==> src/inc/fcr_pkg.sv <==
// constants, register map and types of the clock ratio frequency counter
// assumes one 8-bit special-function register port on the system clock
package fcr_pkg;

    // ------------------------------------------------------------
    // register addresses
    // ------------------------------------------------------------
    localparam logic [15:0] ADDR_FC_CTRL = 16'h009B;
    localparam logic [15:0] ADDR_INTERVAL_LENGTH_CODE = 16'h009D;
    localparam logic [15:0] ADDR_TALLY_B3 = 16'h4008;
    localparam logic [15:0] ADDR_TALLY_B2 = 16'h4009;
    localparam logic [15:0] ADDR_TALLY_B1 = 16'h400A;
    localparam logic [15:0] ADDR_TALLY_B0 = 16'h400B;
    localparam logic [15:0] ADDR_XO_CTRL = 16'h4016;

    // ------------------------------------------------------------
    // field positions and reset values
    // ------------------------------------------------------------
    localparam int BIT_DONE = 7;
    localparam int BIT_BUSY = 6;
    localparam int BIT_CLKSEL = 5;
    localparam int BIT_LOWCAP = 1;
    localparam int BIT_CRYSTAL_OSC_ENABLE = 0;
    localparam int MODE_W = 3;
    localparam int INTERVAL_W = 6;
    localparam int TALLY_W = 23;
    localparam int REMAIN_W = 24;
    localparam logic [7:0] RST_BYTE = 8'h00;
    localparam logic [MODE_W-1:0] RST_MODE = 3'h0;
    localparam logic [INTERVAL_W-1:0] RST_INTERVAL = 6'h00;
    localparam logic [5:0] INTERVAL_MAX = 6'h2B;

    // ------------------------------------------------------------
    // source mode codes
    // ------------------------------------------------------------
    localparam logic [MODE_W-1:0] MODE_OFF = 3'h0;
    localparam logic [MODE_W-1:0] MODE_REF = 3'h1;
    localparam logic [MODE_W-1:0] MODE_OSC24 = 3'h2;
    localparam logic [MODE_W-1:0] MODE_SYSCLK = 3'h3;
    localparam logic [MODE_W-1:0] MODE_XTAL = 3'h4;
    localparam logic [MODE_W-1:0] MODE_SLEEP = 3'h6;

    // ------------------------------------------------------------
    // edge lanes and synchronisation delays
    // ------------------------------------------------------------
    localparam int LANES = 6;
    localparam int LANE_REF = 0;
    localparam int LANE_OSC24 = 1;
    localparam int LANE_XTAL = 2;
    localparam int LANE_SLEEP = 3;
    localparam int LANE_LC = 4;
    localparam int LANE_DIV = 5;
    localparam logic [1:0] TRIG_DLY = 2'h3;
    localparam logic [1:0] DONE_DLY = 2'h2;

    typedef enum logic [2:0] {
        ST_OFF,
        ST_IDLE,
        ST_SYNC,
        ST_ARM,
        ST_RUN,
        ST_DONE_DLY
    } fcr_state_e;

    // window length in interval clock cycles
    function automatic logic [REMAIN_W-1:0] window_len(
        input logic [INTERVAL_W-1:0] code);
        logic [REMAIN_W-1:0] base;
        base = {{(REMAIN_W-2){1'b0}}, 1'b1, code[0]};
        if (code > INTERVAL_MAX)
            window_len = {{(REMAIN_W-1){1'b0}}, 1'b1};
        else
            window_len = base << code[5:1];
    endfunction : window_len

endpackage : fcr_pkg

==> src/inc/fcr_edge_if.sv <==
// carries raw clock pins into the synchroniser and rising edges back
// assumes both ends run on the system clock
`timescale 1ns/1ps
interface fcr_edge_if;
    logic [fcr_pkg::LANES-1:0] raw;
    logic [fcr_pkg::LANES-1:0] rise;
    modport sync (input raw, output rise);
    modport user (output raw, input rise);
endinterface : fcr_edge_if

==> src/core/fcr_edge_sync.sv <==
// two-flop synchroniser and rising edge detector for every clock lane
// assumes each input toggles slower than half the system clock rate
`timescale 1ns/1ps
module fcr_edge_sync (
    input wire logic i_clock,
    input wire logic i_rst,
    fcr_edge_if.sync lanes
);
    logic [fcr_pkg::LANES-1:0] meta_reg;
    logic [fcr_pkg::LANES-1:0] sync_reg;
    logic [fcr_pkg::LANES-1:0] prev_reg;
    logic [fcr_pkg::LANES-1:0] rise_reg;
    logic [fcr_pkg::LANES-1:0] rise_next;

    // ------------------------------------------------------------
    // edge detect
    // ------------------------------------------------------------
    // only the second stage feeds the detector
    always_comb
    begin
        rise_next = sync_reg & ~prev_reg;
    end

    always_ff @(posedge i_clock or posedge i_rst)
    begin
        if (i_rst)
        begin
            meta_reg <= '0;
            sync_reg <= '0;
            prev_reg <= '0;
            rise_reg <= '0;
        end
        else
        begin
            meta_reg <= lanes.raw;
            sync_reg <= meta_reg;
            prev_reg <= sync_reg;
            rise_reg <= rise_next;
        end
    end

    assign lanes.rise = rise_reg;
endmodule : fcr_edge_sync

==> src/core/fcr_freq_counter.sv <==
// clock ratio frequency counter with crystal oscillator control bits
// assumes an 8-bit register port on the system clock; clock pins are
// sampled, so measured clocks must stay below a quarter of i_clock
`timescale 1ns/1ps
module fcr_freq_counter (
    input wire logic i_clock,
    input wire logic i_rst,
    input wire logic [15:0] i_reg_addr,
    input wire logic i_reg_wr,
    input wire logic [7:0] i_reg_wdata,
    output logic [7:0] o_reg_rdata,
    input wire logic i_ref_clock_pin,
    input wire logic i_osc24_clock,
    input wire logic i_crystal_interval_clock,
    input wire logic i_sleep_timer_clock,
    input wire logic i_lc_oscillator,
    input wire logic i_divider_clock,
    output logic o_count_finished_irq,
    output logic o_crystal_osc_enable,
    output logic o_small_load_select
);
    fcr_edge_if edges ();

    logic [fcr_pkg::MODE_W-1:0] mode_reg, mode_next;
    logic clksel_reg, clksel_next;
    logic busy_reg, busy_next;
    logic done_reg, done_next;
    logic [fcr_pkg::INTERVAL_W-1:0] interval_reg, interval_next;
    logic [1:0] xo_reg, xo_next;
    fcr_pkg::fcr_state_e state_reg, state_next;
    logic [1:0] dly_reg, dly_next;
    logic [fcr_pkg::REMAIN_W-1:0] remain_reg, remain_next;
    logic [fcr_pkg::TALLY_W-1:0] tally_reg, tally_next;
    logic [7:0] rdata_next;
    logic ctrl_wr, trig, int_rise, meas_rise, finish;
    logic [fcr_pkg::MODE_W-1:0] wmode;

    assign edges.raw = {i_divider_clock, i_lc_oscillator,
                        i_sleep_timer_clock, i_crystal_interval_clock,
                        i_osc24_clock, i_ref_clock_pin};

    fcr_edge_sync i_fcr_edge_sync (
        .i_clock(i_clock),
        .i_rst(i_rst),
        .lanes(edges)
    );

    // ------------------------------------------------------------
    // source selection
    // ------------------------------------------------------------
    always_comb
    begin
        case (mode_reg)
            fcr_pkg::MODE_REF: int_rise = edges.rise[fcr_pkg::LANE_REF];
            fcr_pkg::MODE_OSC24: int_rise = edges.rise[fcr_pkg::LANE_OSC24];
            // the system clock rises on every cycle
            fcr_pkg::MODE_SYSCLK: int_rise = 1'b1;
            fcr_pkg::MODE_XTAL: int_rise = edges.rise[fcr_pkg::LANE_XTAL];
            fcr_pkg::MODE_SLEEP: int_rise = edges.rise[fcr_pkg::LANE_SLEEP];
            default: int_rise = 1'b0;
        endcase
        meas_rise = clksel_reg ? edges.rise[fcr_pkg::LANE_DIV]
                               : edges.rise[fcr_pkg::LANE_LC];
    end

    // ------------------------------------------------------------
    // control state
    // ------------------------------------------------------------
    always_comb
    begin
        ctrl_wr = i_reg_wr && (i_reg_addr == fcr_pkg::ADDR_FC_CTRL);
        wmode = i_reg_wdata[fcr_pkg::MODE_W-1:0];
        mode_next = ctrl_wr ? wmode : mode_reg;
        clksel_next = ctrl_wr ? i_reg_wdata[fcr_pkg::BIT_CLKSEL]
                              : clksel_reg;
        trig = ctrl_wr && i_reg_wdata[fcr_pkg::BIT_BUSY]
               && (wmode != fcr_pkg::MODE_OFF);
        interval_next = interval_reg;
        if (i_reg_wr && (i_reg_addr == fcr_pkg::ADDR_INTERVAL_LENGTH_CODE))
            interval_next = i_reg_wdata[fcr_pkg::INTERVAL_W-1:0];
        xo_next = xo_reg;
        if (i_reg_wr && (i_reg_addr == fcr_pkg::ADDR_XO_CTRL))
            xo_next = i_reg_wdata[1:0];
        finish = (state_reg == fcr_pkg::ST_RUN) && int_rise
                 && (remain_reg == {{(fcr_pkg::REMAIN_W-1){1'b0}}, 1'b1});
        state_next = state_reg;
        dly_next = dly_reg;
        remain_next = remain_reg;
        tally_next = tally_reg;
        busy_next = busy_reg;
        // any value may be written, so a one raises the request
        done_next = ctrl_wr ? i_reg_wdata[fcr_pkg::BIT_DONE]
                            : done_reg;
        case (state_reg)
            fcr_pkg::ST_SYNC:
            begin
                if (dly_reg == 2'h0)
                    state_next = fcr_pkg::ST_ARM;
                else
                    dly_next = dly_reg - 2'h1;
            end
            fcr_pkg::ST_ARM:
            begin
                if (int_rise)
                begin
                    state_next = fcr_pkg::ST_RUN;
                    remain_next = fcr_pkg::window_len(interval_reg);
                end
            end
            fcr_pkg::ST_RUN:
            begin
                if (meas_rise)
                    tally_next = tally_reg + 23'h000001;
                if (finish)
                begin
                    state_next = fcr_pkg::ST_DONE_DLY;
                    busy_next = 1'b0;
                    dly_next = fcr_pkg::DONE_DLY;
                end
                else if (int_rise)
                    remain_next = remain_reg - 24'h000001;
            end
            fcr_pkg::ST_DONE_DLY:
            begin
                if (dly_reg == 2'h0)
                begin
                    state_next = fcr_pkg::ST_IDLE;
                    done_next = 1'b1;
                end
                else
                    dly_next = dly_reg - 2'h1;
            end
            fcr_pkg::ST_OFF:
            begin
                if (mode_reg != fcr_pkg::MODE_OFF)
                    state_next = fcr_pkg::ST_IDLE;
            end
            default: state_next = state_reg;
        endcase
        if (trig)
        begin
            state_next = fcr_pkg::ST_SYNC;
            dly_next = fcr_pkg::TRIG_DLY;
            tally_next = '0;
            busy_next = 1'b1;
            // the hardware set of a finishing count still wins
            if (!(state_reg == fcr_pkg::ST_DONE_DLY && dly_reg == 2'h0))
                done_next = 1'b0;
        end
        if (ctrl_wr && wmode == fcr_pkg::MODE_OFF)
        begin
            state_next = fcr_pkg::ST_OFF;
            busy_next = 1'b0;
        end
    end

    // ------------------------------------------------------------
    // read path, tally big endian with high bits zero
    // ------------------------------------------------------------
    always_comb
    begin
        case (i_reg_addr)
            fcr_pkg::ADDR_FC_CTRL:
                rdata_next = {done_reg, busy_reg, clksel_reg, 2'h0, mode_reg};
            fcr_pkg::ADDR_INTERVAL_LENGTH_CODE: rdata_next = {2'h0, interval_reg};
            fcr_pkg::ADDR_TALLY_B3: rdata_next = 8'h00;
            fcr_pkg::ADDR_TALLY_B2: rdata_next = {1'b0, tally_reg[22:16]};
            fcr_pkg::ADDR_TALLY_B1: rdata_next = tally_reg[15:8];
            fcr_pkg::ADDR_TALLY_B0: rdata_next = tally_reg[7:0];
            fcr_pkg::ADDR_XO_CTRL: rdata_next = {6'h00, xo_reg};
            default: rdata_next = fcr_pkg::RST_BYTE;
        endcase
    end

    always_ff @(posedge i_clock or posedge i_rst)
    begin
        if (i_rst)
        begin
            mode_reg <= fcr_pkg::RST_MODE;
            clksel_reg <= 1'b0;
            busy_reg <= 1'b0;
            done_reg <= 1'b0;
            interval_reg <= fcr_pkg::RST_INTERVAL;
            xo_reg <= 2'h0;
            state_reg <= fcr_pkg::ST_OFF;
            dly_reg <= 2'h0;
            remain_reg <= '0;
            tally_reg <= '0;
            o_reg_rdata <= fcr_pkg::RST_BYTE;
            o_count_finished_irq <= 1'b0;
            o_crystal_osc_enable <= 1'b0;
            o_small_load_select <= 1'b0;
        end
        else
        begin
            mode_reg <= mode_next;
            clksel_reg <= clksel_next;
            busy_reg <= busy_next;
            done_reg <= done_next;
            interval_reg <= interval_next;
            xo_reg <= xo_next;
            state_reg <= state_next;
            dly_reg <= dly_next;
            remain_reg <= remain_next;
            tally_reg <= tally_next;
            o_reg_rdata <= rdata_next;
            o_count_finished_irq <= done_next;
            o_crystal_osc_enable <= xo_next[fcr_pkg::BIT_CRYSTAL_OSC_ENABLE];
            o_small_load_select <= xo_next[fcr_pkg::BIT_LOWCAP];
        end
    end

    // ------------------------------------------------------------
    // checks
    // ------------------------------------------------------------
    chk_off_stopped: assert property (
        @(posedge i_clock) disable iff (i_rst)
        (mode_reg == fcr_pkg::MODE_OFF) |->
            (!busy_reg && state_reg == fcr_pkg::ST_OFF))
        else $error("disabled counter not stopped");
    chk_retrig_reset: assert property (
        @(posedge i_clock) disable iff (i_rst)
        trig |=> (tally_reg == '0 && busy_reg
                  && state_reg == fcr_pkg::ST_SYNC))
        else $error("trigger did not reset and rearm");
    chk_arm_waits: assert property (
        @(posedge i_clock) disable iff (i_rst)
        (state_reg == fcr_pkg::ST_ARM && !int_rise && !ctrl_wr)
            |=> (state_reg == fcr_pkg::ST_ARM && $stable(tally_reg)))
        else $error("counting began before interval edge");
    chk_window_load: assert property (
        @(posedge i_clock) disable iff (i_rst)
        (state_reg == fcr_pkg::ST_ARM && int_rise && !ctrl_wr) |=>
            remain_reg == fcr_pkg::window_len($past(interval_reg)))
        else $error("window length wrong");
    chk_done_delay: assert property (
        @(posedge i_clock) disable iff (i_rst)
        finish && !ctrl_wr ##1 (!ctrl_wr)[*3] |=>
            (done_reg && !busy_reg && state_reg == fcr_pkg::ST_IDLE))
        else $error("finished flag not set after delay");
    chk_tally_hold: assert property (
        @(posedge i_clock) disable iff (i_rst)
        (state_reg != fcr_pkg::ST_RUN && !trig) |=> $stable(tally_reg))
        else $error("tally moved while stopped");
    chk_tally_step: assert property (
        @(posedge i_clock) disable iff (i_rst)
        (state_reg == fcr_pkg::ST_RUN && meas_rise && !trig) |=>
            tally_reg == $past(tally_reg) + 23'h000001)
        else $error("tally did not step");
    chk_high_zero: assert property (
        @(posedge i_clock) disable iff (i_rst)
        (i_reg_addr == fcr_pkg::ADDR_TALLY_B3) |=> o_reg_rdata == 8'h00)
        else $error("upper tally byte not zero");
    chk_live_read: assert property (
        @(posedge i_clock) disable iff (i_rst)
        (i_reg_addr == fcr_pkg::ADDR_TALLY_B0) |=>
            o_reg_rdata == $past(tally_reg[7:0]))
        else $error("tally read not live");
    chk_xo_enable: assert property (
        @(posedge i_clock) disable iff (i_rst)
        (i_reg_wr && i_reg_addr == fcr_pkg::ADDR_XO_CTRL) |=>
            o_crystal_osc_enable == $past(i_reg_wdata[0]))
        else $error("crystal enable not applied");
    chk_irq_level: assert property (
        @(posedge i_clock) disable iff (i_rst)
        ctrl_wr && i_reg_wdata[fcr_pkg::BIT_DONE] && !trig |=>
            o_count_finished_irq && done_reg)
        else $error("written finished flag did not raise request");
endmodule : fcr_freq_counter

==> config.mk <==
export PLATFORM = sky130hd
export DESIGN_NAME = fcr_freq_counter
export DESIGN_NICKNAME = d
export VERILOG_FILES = /design/src/inc/fcr_pkg.sv /design/src/inc/fcr_edge_if.sv /design/src/core/fcr_edge_sync.sv /design/src/core/fcr_freq_counter.sv
export SDC_FILE = /design/constraint.sdc
export NUM_CORES = 1
export LEC_CHECK = 0
export BUFFER_PORTS_ARGS = -buffer_cell sky130_fd_sc_hd__buf_2
export CORE_ASPECT_RATIO = 0.9
export CORE_MARGIN = 2
export CORE_UTILIZATION = 60
export DETAILED_ROUTE_END_ITERATION = 12
export GPL_TIMING_DRIVEN = 1
export HOLD_SLACK_MARGIN = 0.08
export PLACE_DENSITY_LB_ADDON = 0.12
export SLEW_MARGIN = 10
export SYNTH_ARGS = -nofsm -noshare
export SYNTH_HDL_FRONTEND = slang
export SYNTH_SLANG_ARGS = --single-unit
==> constraint.sdc <==
create_clock -name i_clock -period 3.3 [get_ports i_clock]
set_input_delay 0.165 -clock i_clock [delete_from_list [all_inputs] [get_ports i_clock]]
set_output_delay 0.165 -clock i_clock [all_outputs]
set_load 0.05 [all_outputs]
# ---- Yosys cells after proc, flatten, opt, wreduce, memory -nomap -nowiden
# Cells that the tools add are included.
dict set report op_classes {
  add_sub_neg 3
  n_lt_le_gt_ge 1
  n_eq_ne 26
  shift 1
  n_mux 33
  n_bitwise 2
  reduce_logical 27
}
# cell n
set op_table {}
lappend op_table {{$mux 24} 4}
lappend op_table {{$mux 23} 3}
lappend op_table {{$eq 16x15->1 const B} 4}
lappend op_table {{$pmux 24 s2} 1}
lappend op_table {{$pmux 8 s6} 1}
lappend op_table {{$eq 16x8->1 const B} 2}
lappend op_table {{$eq 24x1->1 const B} 1}
lappend op_table {{$shl 2x5->24} 1}
lappend op_table {{$sub 24x1->24 const B} 1}
lappend op_table {{$add 23x1->23 const B} 1}
lappend op_table {{$mux 3} 7}
lappend op_table {{$pmux 3 s5} 1}
lappend op_table {{$reduce_bool 3->1} 5}
lappend op_table {{$eq 3x2->1 const B} 4}
lappend op_table {{$eq 3x3->1 const B} 4}
lappend op_table {{$ne 4x4->1 const B} 3}
lappend op_table {{$mux 1} 10}
lappend op_table {{$logic_and 1x1->1} 9}
lappend op_table {{$mux 2} 4}
lappend op_table {{$ne 4x3->1 const B} 2}
lappend op_table {{$reduce_bool 7->1} 1}
lappend op_table {{$and 6x6->6} 1}
lappend op_table {{$gt 6x6->1 const B} 1}
lappend op_table {{$logic_not 3->1} 2}
lappend op_table {{other kinds (14)} 20}
dict set report word_totals {
  ff_bits 100
  in_bits 33
  output_inout_bits 11
  word_cells 110
}

# ---- Depth between registers and ports, before layout
# Gate-level depths: netlist (run 1).
dict set report depth {
  word_depth 8
  mapped_depth 9
  depth_no_buf 8
}

# ---- Cells and area by module
# From an unflattened synthesis (run 1), not the netlist that was laid out.
dict set report hier_totals {
  cells_unflattened 514
  hier_area_um2 5102.4
}
# module instances cells_each area_per_inst_um2 seq_area_each_um2
set by_module_without_submodules {}
lappend by_module_without_submodules {fcr_freq_counter 1 483 4415.5 1851.8}
lappend by_module_without_submodules {fcr_edge_sync 1 31 686.9 600.6}

# ---- Least setup slack after synthesis (run 1)
# OpenSTA, ideal clock, no wires.
dict set report synth_path {
  path_type {register to register}
  start {reg remain_reg[0] (netlist name)}
  end {reg remain_reg[18] (netlist name)}
  setup_ns 0.121
  t_arrival_ns 1.857
  required_time_ns 3.179
  setup_slack_ns 1.322
  stages_incl_launch_ff 9
  path_buffers 0
  synth_period_minus_slack_ns 1.978
  path_cell_list {dfrtp_1 -> inv_1 -> ha_1 -> nor4b_2 -> nand4_1 -> nor3_1 -> nand2_1 -> a21o_1 -> a22o_1}
}
dict set report synth_between {
  elab_chain_cells 4
  word_cells_on_any_way 8
  cone_classes {1 x add/sub; 2 x eq/ne; 3 x mux; 2 x reduce/logical}
}
# element line
set synth_lines {}
lappend synth_lines {{start, declared} fcr_freq_counter.sv:32} ;# logic [fcr_pkg::REMAIN_W-1:0] remain_reg, remain_next;
lappend synth_lines {{start signal, assigned} fcr_freq_counter.sv:204} ;# remain_reg <= remain_next;
lappend synth_lines {{$sub 24x1->24 / $eq 24x1->1 (equally long branches)} {fcr_freq_counter.sv:121, fcr_freq_counter.sv:85}}
lappend synth_lines {{$mux 24 / $logic_and 1x1->1 (equally long branches)} {fcr_freq_counter.sv:120, fcr_freq_counter.sv:85}}
lappend synth_lines {{$mux 24 / $ne 2x2->1 (equally long branches)} -}
lappend synth_lines {{$pmux 24 s2 / $reduce_and 4->1 (equally long branches)} -}
# Several ways; a longest one is shown, not always the timed one. The select of a mux whose other input is x is not followed.
# A chain may end at the register's enable or synchronous reset.

# ---- Worst setup path after layout (run 1)
dict set report layout_path {
  start {reg remain_reg[12] (netlist name)}
  end {reg remain_reg[21] (netlist name)}
}
# Same word-level chain as after synthesis.

==> reports/summary.log, run 1 <==
qor: status.status finished clean
qor: routing.dr.first_iter.drc_count 447
qor: clocking.clock_sink_count 98
qor: sta.tightest_slew 0.811 ns
qor: yosys.yosys.cell_types.count 62
qor: yosys.yosys_most_used_dff sky130_fd_sc_hd__dfrtp_1
qor: critical_path.r2r_start remain_reg[12]$_DFFE_PP0P_
qor: min_path.hold_path_end state_reg[1]$_DFFE_PP0P_
qor: yosys.mappedNetlistNets 557
qor: critical_path.worstPathMaxFanout 34
qor: yosys.mean_cell_area_of_the_mapped_netlist 9.58 µm²
qor: yosys.count_of_flip_flops_with_a_built_in_enable_after_synthesis 0
qor: yosys.synth_xor_xnor_area_share 3.87%
qor: routing.antenna_violating_nets_post_route 0
qor: routing.wl_per_cell 17.0 µm
qor: clocking.clock_tree.buffer_depth 2
qor: final_layout.areaGrowthSynthToFinish 12.0%
qor: yosys.synthesis.instances 520
qor: power.power_density 370 nW/µm²
qor: yosys.number_of_warnings_reported_in_the_yosys_synthesis_log 0
qor: critical_path.worstPathRequired 3.59 ns
qor: yosys.synth.mux.area_fraction 2.41%
qor: grt.via_count_of_the_first_global_routing_pass 3831
qor: power.leakage 0.00240 µW
qor: placed_design.port_buffers 43
qor: routing.topRoutingLayerUsed met4
qor: sta.slew_headroom 45.7%
qor: yosys.yosys_register_bits 98
qor: floorplan.start_util 61.7%
qor: routing.viasPerCell 6.10
qor: min_path.worst_hold_path.num_cells 3
qor: floorplan.floorplan.core_area 8070 µm²
qor: floorplan.die_h 90.4 µm
qor: floorplan.design.die.area 9050 µm²
qor: clocking.cts_tree done
qor: grt.grt_use_total 27.1%
qor: sta.setup_viol 0
qor: critical_path.critical_path.max_stage_delay 0.64 ns
qor: yosys.synth_seq_area_share 49.2%
qor: final_layout.final_core_util 69.1%
qor: sta.maxSlewViolCount 0
qor: clocking.clk_root_buffer_cell sky130_fd_sc_hd__clkbuf_8
qor: final_layout.number_of_flip_flops_in_the_largest_register 24
qor: yosys.synth_adder_area_share 1.00%
qor: final_layout.final_layout_size_suffix_gt1_share 16.1%
qor: placed_design.dp_worst_setup_slack 0.755 ns
qor: sta.final.setup_skew 0.00750 ns
qor: clocking.cts_max_level 3
qor: clocking.insertion_delay 0.37 ns
qor: routing.met3RoutedLength 908 µm
qor: grt.pin_count_of_the_biggest_net_entering_global_routing 61
qor: final_layout.multi_input_comb_area 2360 µm²
qor: routing.num_vias 4124
qor: sta.post-route-min-period 2.57 ns
qor: sta.min_period_over_period 77.9%
qor: floorplan.dieWidth 100 µm
qor: min_path.worstHoldPathType in2reg
qor: critical_path.worst_r2r_endpoint remain_reg[21]$_DFFE_PP0P_
qor: run.cap_viol_max_count 0
qor: clocking.cts_resized 0
qor: floorplan.ios 44
qor: clocking.cts-buffers-inserted 9
qor: placed_design.dpl.hpwl 7980 µm
qor: grt.grt_pass1_wl 19300 µm
qor: sta.final.setup.tns 0 ns
qor: sta.finalHoldViolCount 0
qor: critical_path.critical_path.most_common_cell sky130_fd_sc_hd__o21ai_0
qor: routing.met2_length 5290 µm
qor: yosys.synth_top_family_by_area simple AND/OR/NAND/NOR gates
qor: power.vdd_drop_max 0.000273 V
qor: sta.setup_repair_after_global_routing_missed_its_margin no
qor: critical_path.crit_path_end_kind register
qor: yosys.synthSimpleGateAreaFrac 24.7%
qor: critical_path.worstPathCellList nor4_2, nand4_1, o21a_1, o21ai_4, o21ai_0, o21ai_0
qor: critical_path.critical_path_arrival 2.86 ns
qor: sta.fmaxAchievable 389 MHz
qor: routing.routed_wirelength 11500 µm
qor: clocking.clkTransAtPathRegs 0.10 ns
qor: yosys.syn_area 4980 µm²
qor: yosys.async_reset_ff_share 100%
qor: sta.final.setup.worst_slack 0.731 ns
qor: min_path.worst_hold_startpoint i_reg_wdata[6]
qor: critical_path.crit_path_start_kind register
qor: final_layout.layout.nets 609
qor: critical_path.r2r_setup_slack 0.73 ns
qor: placed_design.globalplace.congestion 0.893
qor: grt.antenna_violations_before_repair 0
qor: yosys.synth-compound-area-share 15.3%
qor: critical_path.critical_path.slowest_cell sky130_fd_sc_hd__o21ai_4
qor: final_layout.n_antenna_cell 0
qor: routing.wirelength_met1 5150 µm
qor: final_layout.sequential_cell_area 2450 µm²
qor: final_layout.fill_cells 670
qor: critical_path.rr_worst_depth 6
qor: routing.detailed_router_iteration_count_before_antenna_repair 5
qor: floorplan.core.rowCount 31
qor: critical_path.worstSetupPathType reg2reg
qor: routing.remaining_drcs 0
qor: grt.grt_overflow 0
synthesized netlist by cell type (2+ instances only):
cell	count	area [µm²]
sky130_fd_sc_hd__dfrtp_1	98	2450
sky130_fd_sc_hd__and2_1	7	43.8
sky130_fd_sc_hd__nor4_2	3	37.5
sky130_fd_sc_hd__nand2_1	57	214
sky130_fd_sc_hd__o2bb2ai_1	2	17.5
sky130_fd_sc_hd__ha_1	4	50.1
sky130_fd_sc_hd__nor2b_1	8	50.1
sky130_fd_sc_hd__o21ai_0	14	70.1
sky130_fd_sc_hd__nor2_1	68	255
sky130_fd_sc_hd__xnor2_1	8	70.1
sky130_fd_sc_hd__nor2_2	2	12.5
sky130_fd_sc_hd__and4_1	4	35.0
sky130_fd_sc_hd__o22ai_1	6	37.5
sky130_fd_sc_hd__nand3_1	17	85.1
sky130_fd_sc_hd__o32ai_1	2	17.5
sky130_fd_sc_hd__o21ai_1	23	115
sky130_fd_sc_hd__nand2b_1	7	43.8
sky130_fd_sc_hd__buf_4	3	22.5
sky130_fd_sc_hd__nor3_2	2	20.0
sky130_fd_sc_hd__or3_1	3	18.8
sky130_fd_sc_hd__inv_1	12	45.0
sky130_fd_sc_hd__nor3_1	17	85.1
sky130_fd_sc_hd__nor4_1	6	37.5
sky130_fd_sc_hd__or4_4	2	22.5
sky130_fd_sc_hd__a31oi_1	5	31.3
sky130_fd_sc_hd__buf_6	4	45.0
sky130_fd_sc_hd__a22o_1	4	35.0
sky130_fd_sc_hd__xor2_1	14	123
sky130_fd_sc_hd__clkbuf_1	12	45.0
sky130_fd_sc_hd__nand4_1	9	56.3
sky130_fd_sc_hd__a32oi_1	4	35.0
sky130_fd_sc_hd__a222oi_1	6	60.1
sky130_fd_sc_hd__o21a_1	2	15.0
sky130_fd_sc_hd__nor3b_1	2	15.0
sky130_fd_sc_hd__buf_2	3	15.0
sky130_fd_sc_hd__mux2i_1	3	30.0
sky130_fd_sc_hd__a21o_1	5	37.5
sky130_fd_sc_hd__a22oi_1	10	75.1
sky130_fd_sc_hd__nor3_4	3	48.8
sky130_fd_sc_hd__a21oi_1	26	130
sky130_fd_sc_hd__nand3b_1	5	37.5
sky130_fd_sc_hd__mux2_2	8	90.1
report_power, final:
| group | switching, µW | internal (µW) | total (µW) |
|---|---|---|---|
| Combinational | 43.0 | 31.8 | 74.7 |
| Sequential | 5.02 | 1210 | 1220 |
| Clock | 439 | 327 | 767 |
| Total | 487 | 1570 | 2060 |
how the worst max path moves through the flow:
stage | from | slack, ns | endpoint | cells after the start
after floorplan | i_rst | 0.57 | busy_reg$_DFFE_PP0P_ | 1
after global placement | remain_reg[1]$_DFFE_PP0P_ | 0.87 | remain_reg[22]$_DFFE_PP0P_ | 8
after detailed placement | remain_reg[12]$_DFFE_PP0P_ | 0.75 | remain_reg[21]$_DFFE_PP0P_ | 6
after CTS | remain_reg[12]$_DFFE_PP0P_ | 0.76 | remain_reg[0]$_DFFE_PP0P_ | 6
after global routing | remain_reg[1]$_DFFE_PP0P_ | 0.46 | remain_reg[21]$_DFFE_PP0P_ | 8
final | remain_reg[12]$_DFFE_PP0P_ | 0.73 | remain_reg[21]$_DFFE_PP0P_ | 6
layout by cell type, fill, tap and decap left out, drive strengths merged, types with 7 or more instances in the layout:
cell / instances
a21oi: 26
a22oi: 10
and2: 7
buf: 49
clkbuf: 11
dfrtp: 98
dlygate4sd3: 14
inv: 15
mux2: 8
nand2: 58
nand2b: 8
nand3: 17
nand4: 9
nor2: 70
nor2b: 8
nor3: 22
nor4: 9
o21ai: 38
xnor2: 8
xor2: 14
critical path, delay by kind of cell, from the launching register on:
family / cells / cell delay [ns]
and+or+nand+nor: 2 / 0.81
DFF: 1 / 0.42
AOI/OAI and AO/OA: 4 / 1.25
area by class of cell:
class / count / area share (%)
inverter: 12 / 0.853
clock buffer: 11 / 2.71
clock inverter: 5 / 0.808
timing repair buffer: 63 / 7.18
multi-input combinational: 388 / 42.2
sequential: 98 / 44.0
tap: 99 / 2.22
per-stage QoR:
stage | hold slack (ns) | total power, µW | instances | area, µm²
after floorplan | 0.196 | 1270 | 520 | 4980
after global placement | 0.273 | 1300 | 646 | 5240
after detailed placement | 0.274 | 1310 | 646 | 5240
after CTS | 0.134 | 2080 | 676 | 5580
after global routing | 0.162 | 2150 | 676 | 5580
final | 0.137 | 2060 | 676 | 5580
logic make-up (layout without fill, tap and decap cells):
logic type                 count (synthesis)  in the layout
buffers and inverters                     34             91
DFF                                       98             98
and+or+nand+nor                          233            233
AOI/OAI and AO/OA                        118            118
muxes                                     11             11
adders and majority gates                  4              4
xor gates and xnor gates                  22             22
routing by layer:
layer	GRT usage (%)	vias to the layer above
li1	-	1970
met1	40.4	1978
met2	39.7	161
met3	5.80	15
met4	8.56	0
met5	0	-
timing repair:
action,CTS,global route
hold endpoints to repair,76,0
setup buffers,0,0
hold buffers,14,0
(Power assumes the default switching activity.)
==> inputs of run 2 (changes only) <==
--- a/config.mk
+++ b/config.mk
@@ -8,7 +8,7 @@
 export BUFFER_PORTS_ARGS = -buffer_cell sky130_fd_sc_hd__buf_2
 export CORE_ASPECT_RATIO = 0.9
 export CORE_MARGIN = 2
-export CORE_UTILIZATION = 60
+export CORE_UTILIZATION = 54
 export DETAILED_ROUTE_END_ITERATION = 12
 export GPL_TIMING_DRIVEN = 1
 export HOLD_SLACK_MARGIN = 0.08
==> constraint.sdc (replaced) <==
create_clock -name i_clock -period 2.2 [get_ports i_clock]
set_input_delay 0.11 -clock i_clock [delete_from_list [all_inputs] [get_ports i_clock]]
set_output_delay 0.11 -clock i_clock [all_outputs]
set_load 0.05 [all_outputs]
==> reports/summary.log, run 2 (synthesis gave the netlist of run 1 again) <==
qor: status.status finished clean
qor: critical_path.rr_worst_depth 5
qor: sta.final.setup.worst_slack 0.121 ns
qor: floorplan.start_util 55.1%
qor: critical_path.critical_path.max_stage_delay 0.59 ns
qor: critical_path.r2r_setup_slack 0.12 ns
qor: sta.tightest_slew 0.543 ns
qor: sta.min_period_over_period 94.5%
qor: sta.slew_headroom 63.4%
qor: floorplan.design.die.area 10000 µm²
qor: clocking.clk_root_buffer_cell sky130_fd_sc_hd__clkbuf_8
qor: critical_path.worst-path-stages 5
qor: critical_path.worstPathCellList or4_4, nand2b_4, o21a_1, o21a_2, a22o_1
qor: critical_path.r2r_start remain_reg[18]$_DFFE_PP0P_
qor: routing.dr.first_iter.drc_count 395
qor: sta.finalHoldWorstSlack 0.120 ns
qor: sta.setup_viol 0
qor: clocking.cts_max_level 3
qor: final_layout.final_core_util 64.7%
qor: routing.num_vias 4231
qor: placed_design.port_buffers 43
qor: floorplan.core.rowCount 33
qor: final_layout.post_layout_nonfiller_instances 723
qor: critical_path.worstSetupPathType reg2reg
qor: routing.routed_wirelength 12100 µm
qor: power.leakage 0.00255 µW
qor: sta.final.setup_skew 0.00892 ns
qor: critical_path.crit_path_start remain_reg[18]$_DFFE_PP0P_
qor: placed_design.globalplace.congestion 0.906
qor: final_layout.layout.cells.most_common_list 97 x sky130_fd_sc_hd__dfrtp_1, 68 x sky130_fd_sc_hd__nor2_1, 57 x sky130_fd_sc_hd__nand2_1
qor: placed_design.dpl.hpwl 8330 µm
qor: run.cap_viol_max_count 0
qor: floorplan.ios 44
qor: final_layout.layout.nets 633
qor: final_layout.areaGrowthSynthToFinish 17.4%
qor: grt.antenna_violations_before_repair 0
qor: routing.wl_per_cell 16.7 µm
qor: clocking.insertion_delay 0.38 ns
qor: grt.via_count_of_the_first_global_routing_pass 3848
qor: critical_path.worstPathMaxFanout 13
qor: routing.viasPerCell 5.85
qor: final_layout.final_layout_size_suffix_gt1_share 20.3%
qor: grt.grt_pass1_wl 19600 µm
qor: min_path.worstHoldPathType in2reg
qor: placed_design.dp_worst_setup_slack 0.0528 ns
qor: critical_path.crit_end remain_reg[18]$_DFFE_PP0P_
qor: routing.remaining_drcs 0
qor: sta.maxSlewViolCount 0
qor: routing.detailed_router_iteration_count_before_antenna_repair 5
qor: grt.pin_count_of_the_biggest_net_entering_global_routing 99
qor: placed_design.numPlacedInstances 690
qor: power.vdd_drop_max 0.000486 V
qor: final_layout.mostFrequentLayoutCell sky130_fd_sc_hd__dfrtp_1
qor: clocking.clkTransAtPathRegs 0.10 ns
qor: final_layout.number_of_flip_flops_in_the_largest_register 24
qor: clocking.clock_sink_count 98
qor: routing.antenna_violating_nets_post_route 0
qor: power.totalPowerFinal 3110 µW
qor: critical_path.crit_path_end_kind register
qor: sta.finalHoldViolCount 0
qor: clocking.clock_tree.buffer_depth 2
qor: final_layout.n_antenna_cell 0
qor: grt.grt_overflow 0
qor: sta.setup_repair_after_global_routing_missed_its_margin yes
qor: grt.grt_use_total 24.9%
qor: sta.post-route-min-period 2.08 ns
qor: floorplan.dieWidth 105 µm
qor: floorplan.die_h 95.1 µm
qor: clocking.cts-buffers-inserted 9
qor: floorplan.floorplan.core_area 9040 µm²
qor: critical_path.worstPathRequired 2.47 ns
qor: power.power_density 531 nW/µm²
qor: sta.fmaxAchievable 481 MHz
qor: critical_path.critical_path_arrival 2.35 ns
qor: critical_path.path_buf_inv 0
qor: critical_path.critical_path.top_delay_family simple AND/OR/NAND/NOR gates
qor: critical_path.crit_path_start_kind register
qor: critical_path.worst_r2r_endpoint remain_reg[18]$_DFFE_PP0P_
qor: clocking.cts_tree done
qor: critical_path.critical_path.slowest_cell sky130_fd_sc_hd__or4_4
-- run 2: repair_timing --
item                                    4_1_cts  5_1_grt
endpoints found under the setup margin        0       26
setup buffers                                 0        2
hold buffers                                 15        0
endpoints found under the hold margin       118        0
gates resized for setup                       0        8
-- run 2: worst min path at each step --
stage / end / from / cells after the start / slack (ns)
after global routing: xo_reg[0]$_DFFE_PP0P_ / i_reg_wr / 3 / 0.13
final: xo_reg[0]$_DFFE_PP0P_ / i_reg_wr / 3 / 0.12
after detailed placement: i_fcr_edge_sync.meta_reg[2]$_DFF_PP0_ / i_crystal_interval_clock / 1 / 0.22
after CTS: xo_reg[0]$_DFFE_PP0P_ / i_reg_wr / 3 / 0.11
after floorplan: i_fcr_edge_sync.meta_reg[0]$_DFF_PP0_ / i_ref_clock_pin / 0 / 0.14
after global placement: i_fcr_edge_sync.meta_reg[3]$_DFF_PP0_ / i_sleep_timer_clock / 1 / 0.22
-- run 2: stage by stage --
step           area [µm²]  setup TNS [ns]
6_report             5850               0
4_1_cts              5800               0
5_1_grt              5850         -0.0188
2_1_floorplan        4980               0
3_3_place_gp         5450               0
3_5_place_dp         5450               0
-- run 2: cell type report --
type / count / area (µm²)
sequential: 98 / 2450
fill: 736 / 3190
inverter: 12 / 48.8
clock buffer: 10 / 138
tap: 122 / 153
multi-input combinational: 388 / 2390
timing repair buffer: 87 / 608
clock inverter: 6 / 57.6
-- run 2: tightest hold or removal path, stage by stage --
cell and delay, ns:
sky130_fd_sc_hd__buf_2 0.12, sky130_fd_sc_hd__nand2_1 0.09, sky130_fd_sc_hd__mux2_2 0.15
-- run 2: where the power goes --
group	leakage [µW]	internal (µW)	switching [µW]
Combinational	0.00126	51.4	63.2
Sequential	0.00119	1820	7.41
Clock	0.000101	470	692
-- run 2: layer usage --
| layer | up-vias | track usage [%] | part of all wire, % |
|---|---|---|---|
| met1 | 2046 | 38.0 | 46 |
| met3 | 10 | 4.72 | 7.0 |
| li1 | 2015 | - | - |
| met2 | 160 | 36.7 | 46 |
| met5 | - | 0 | 0 |
| met4 | 0 | 6.11 | 0.84 |
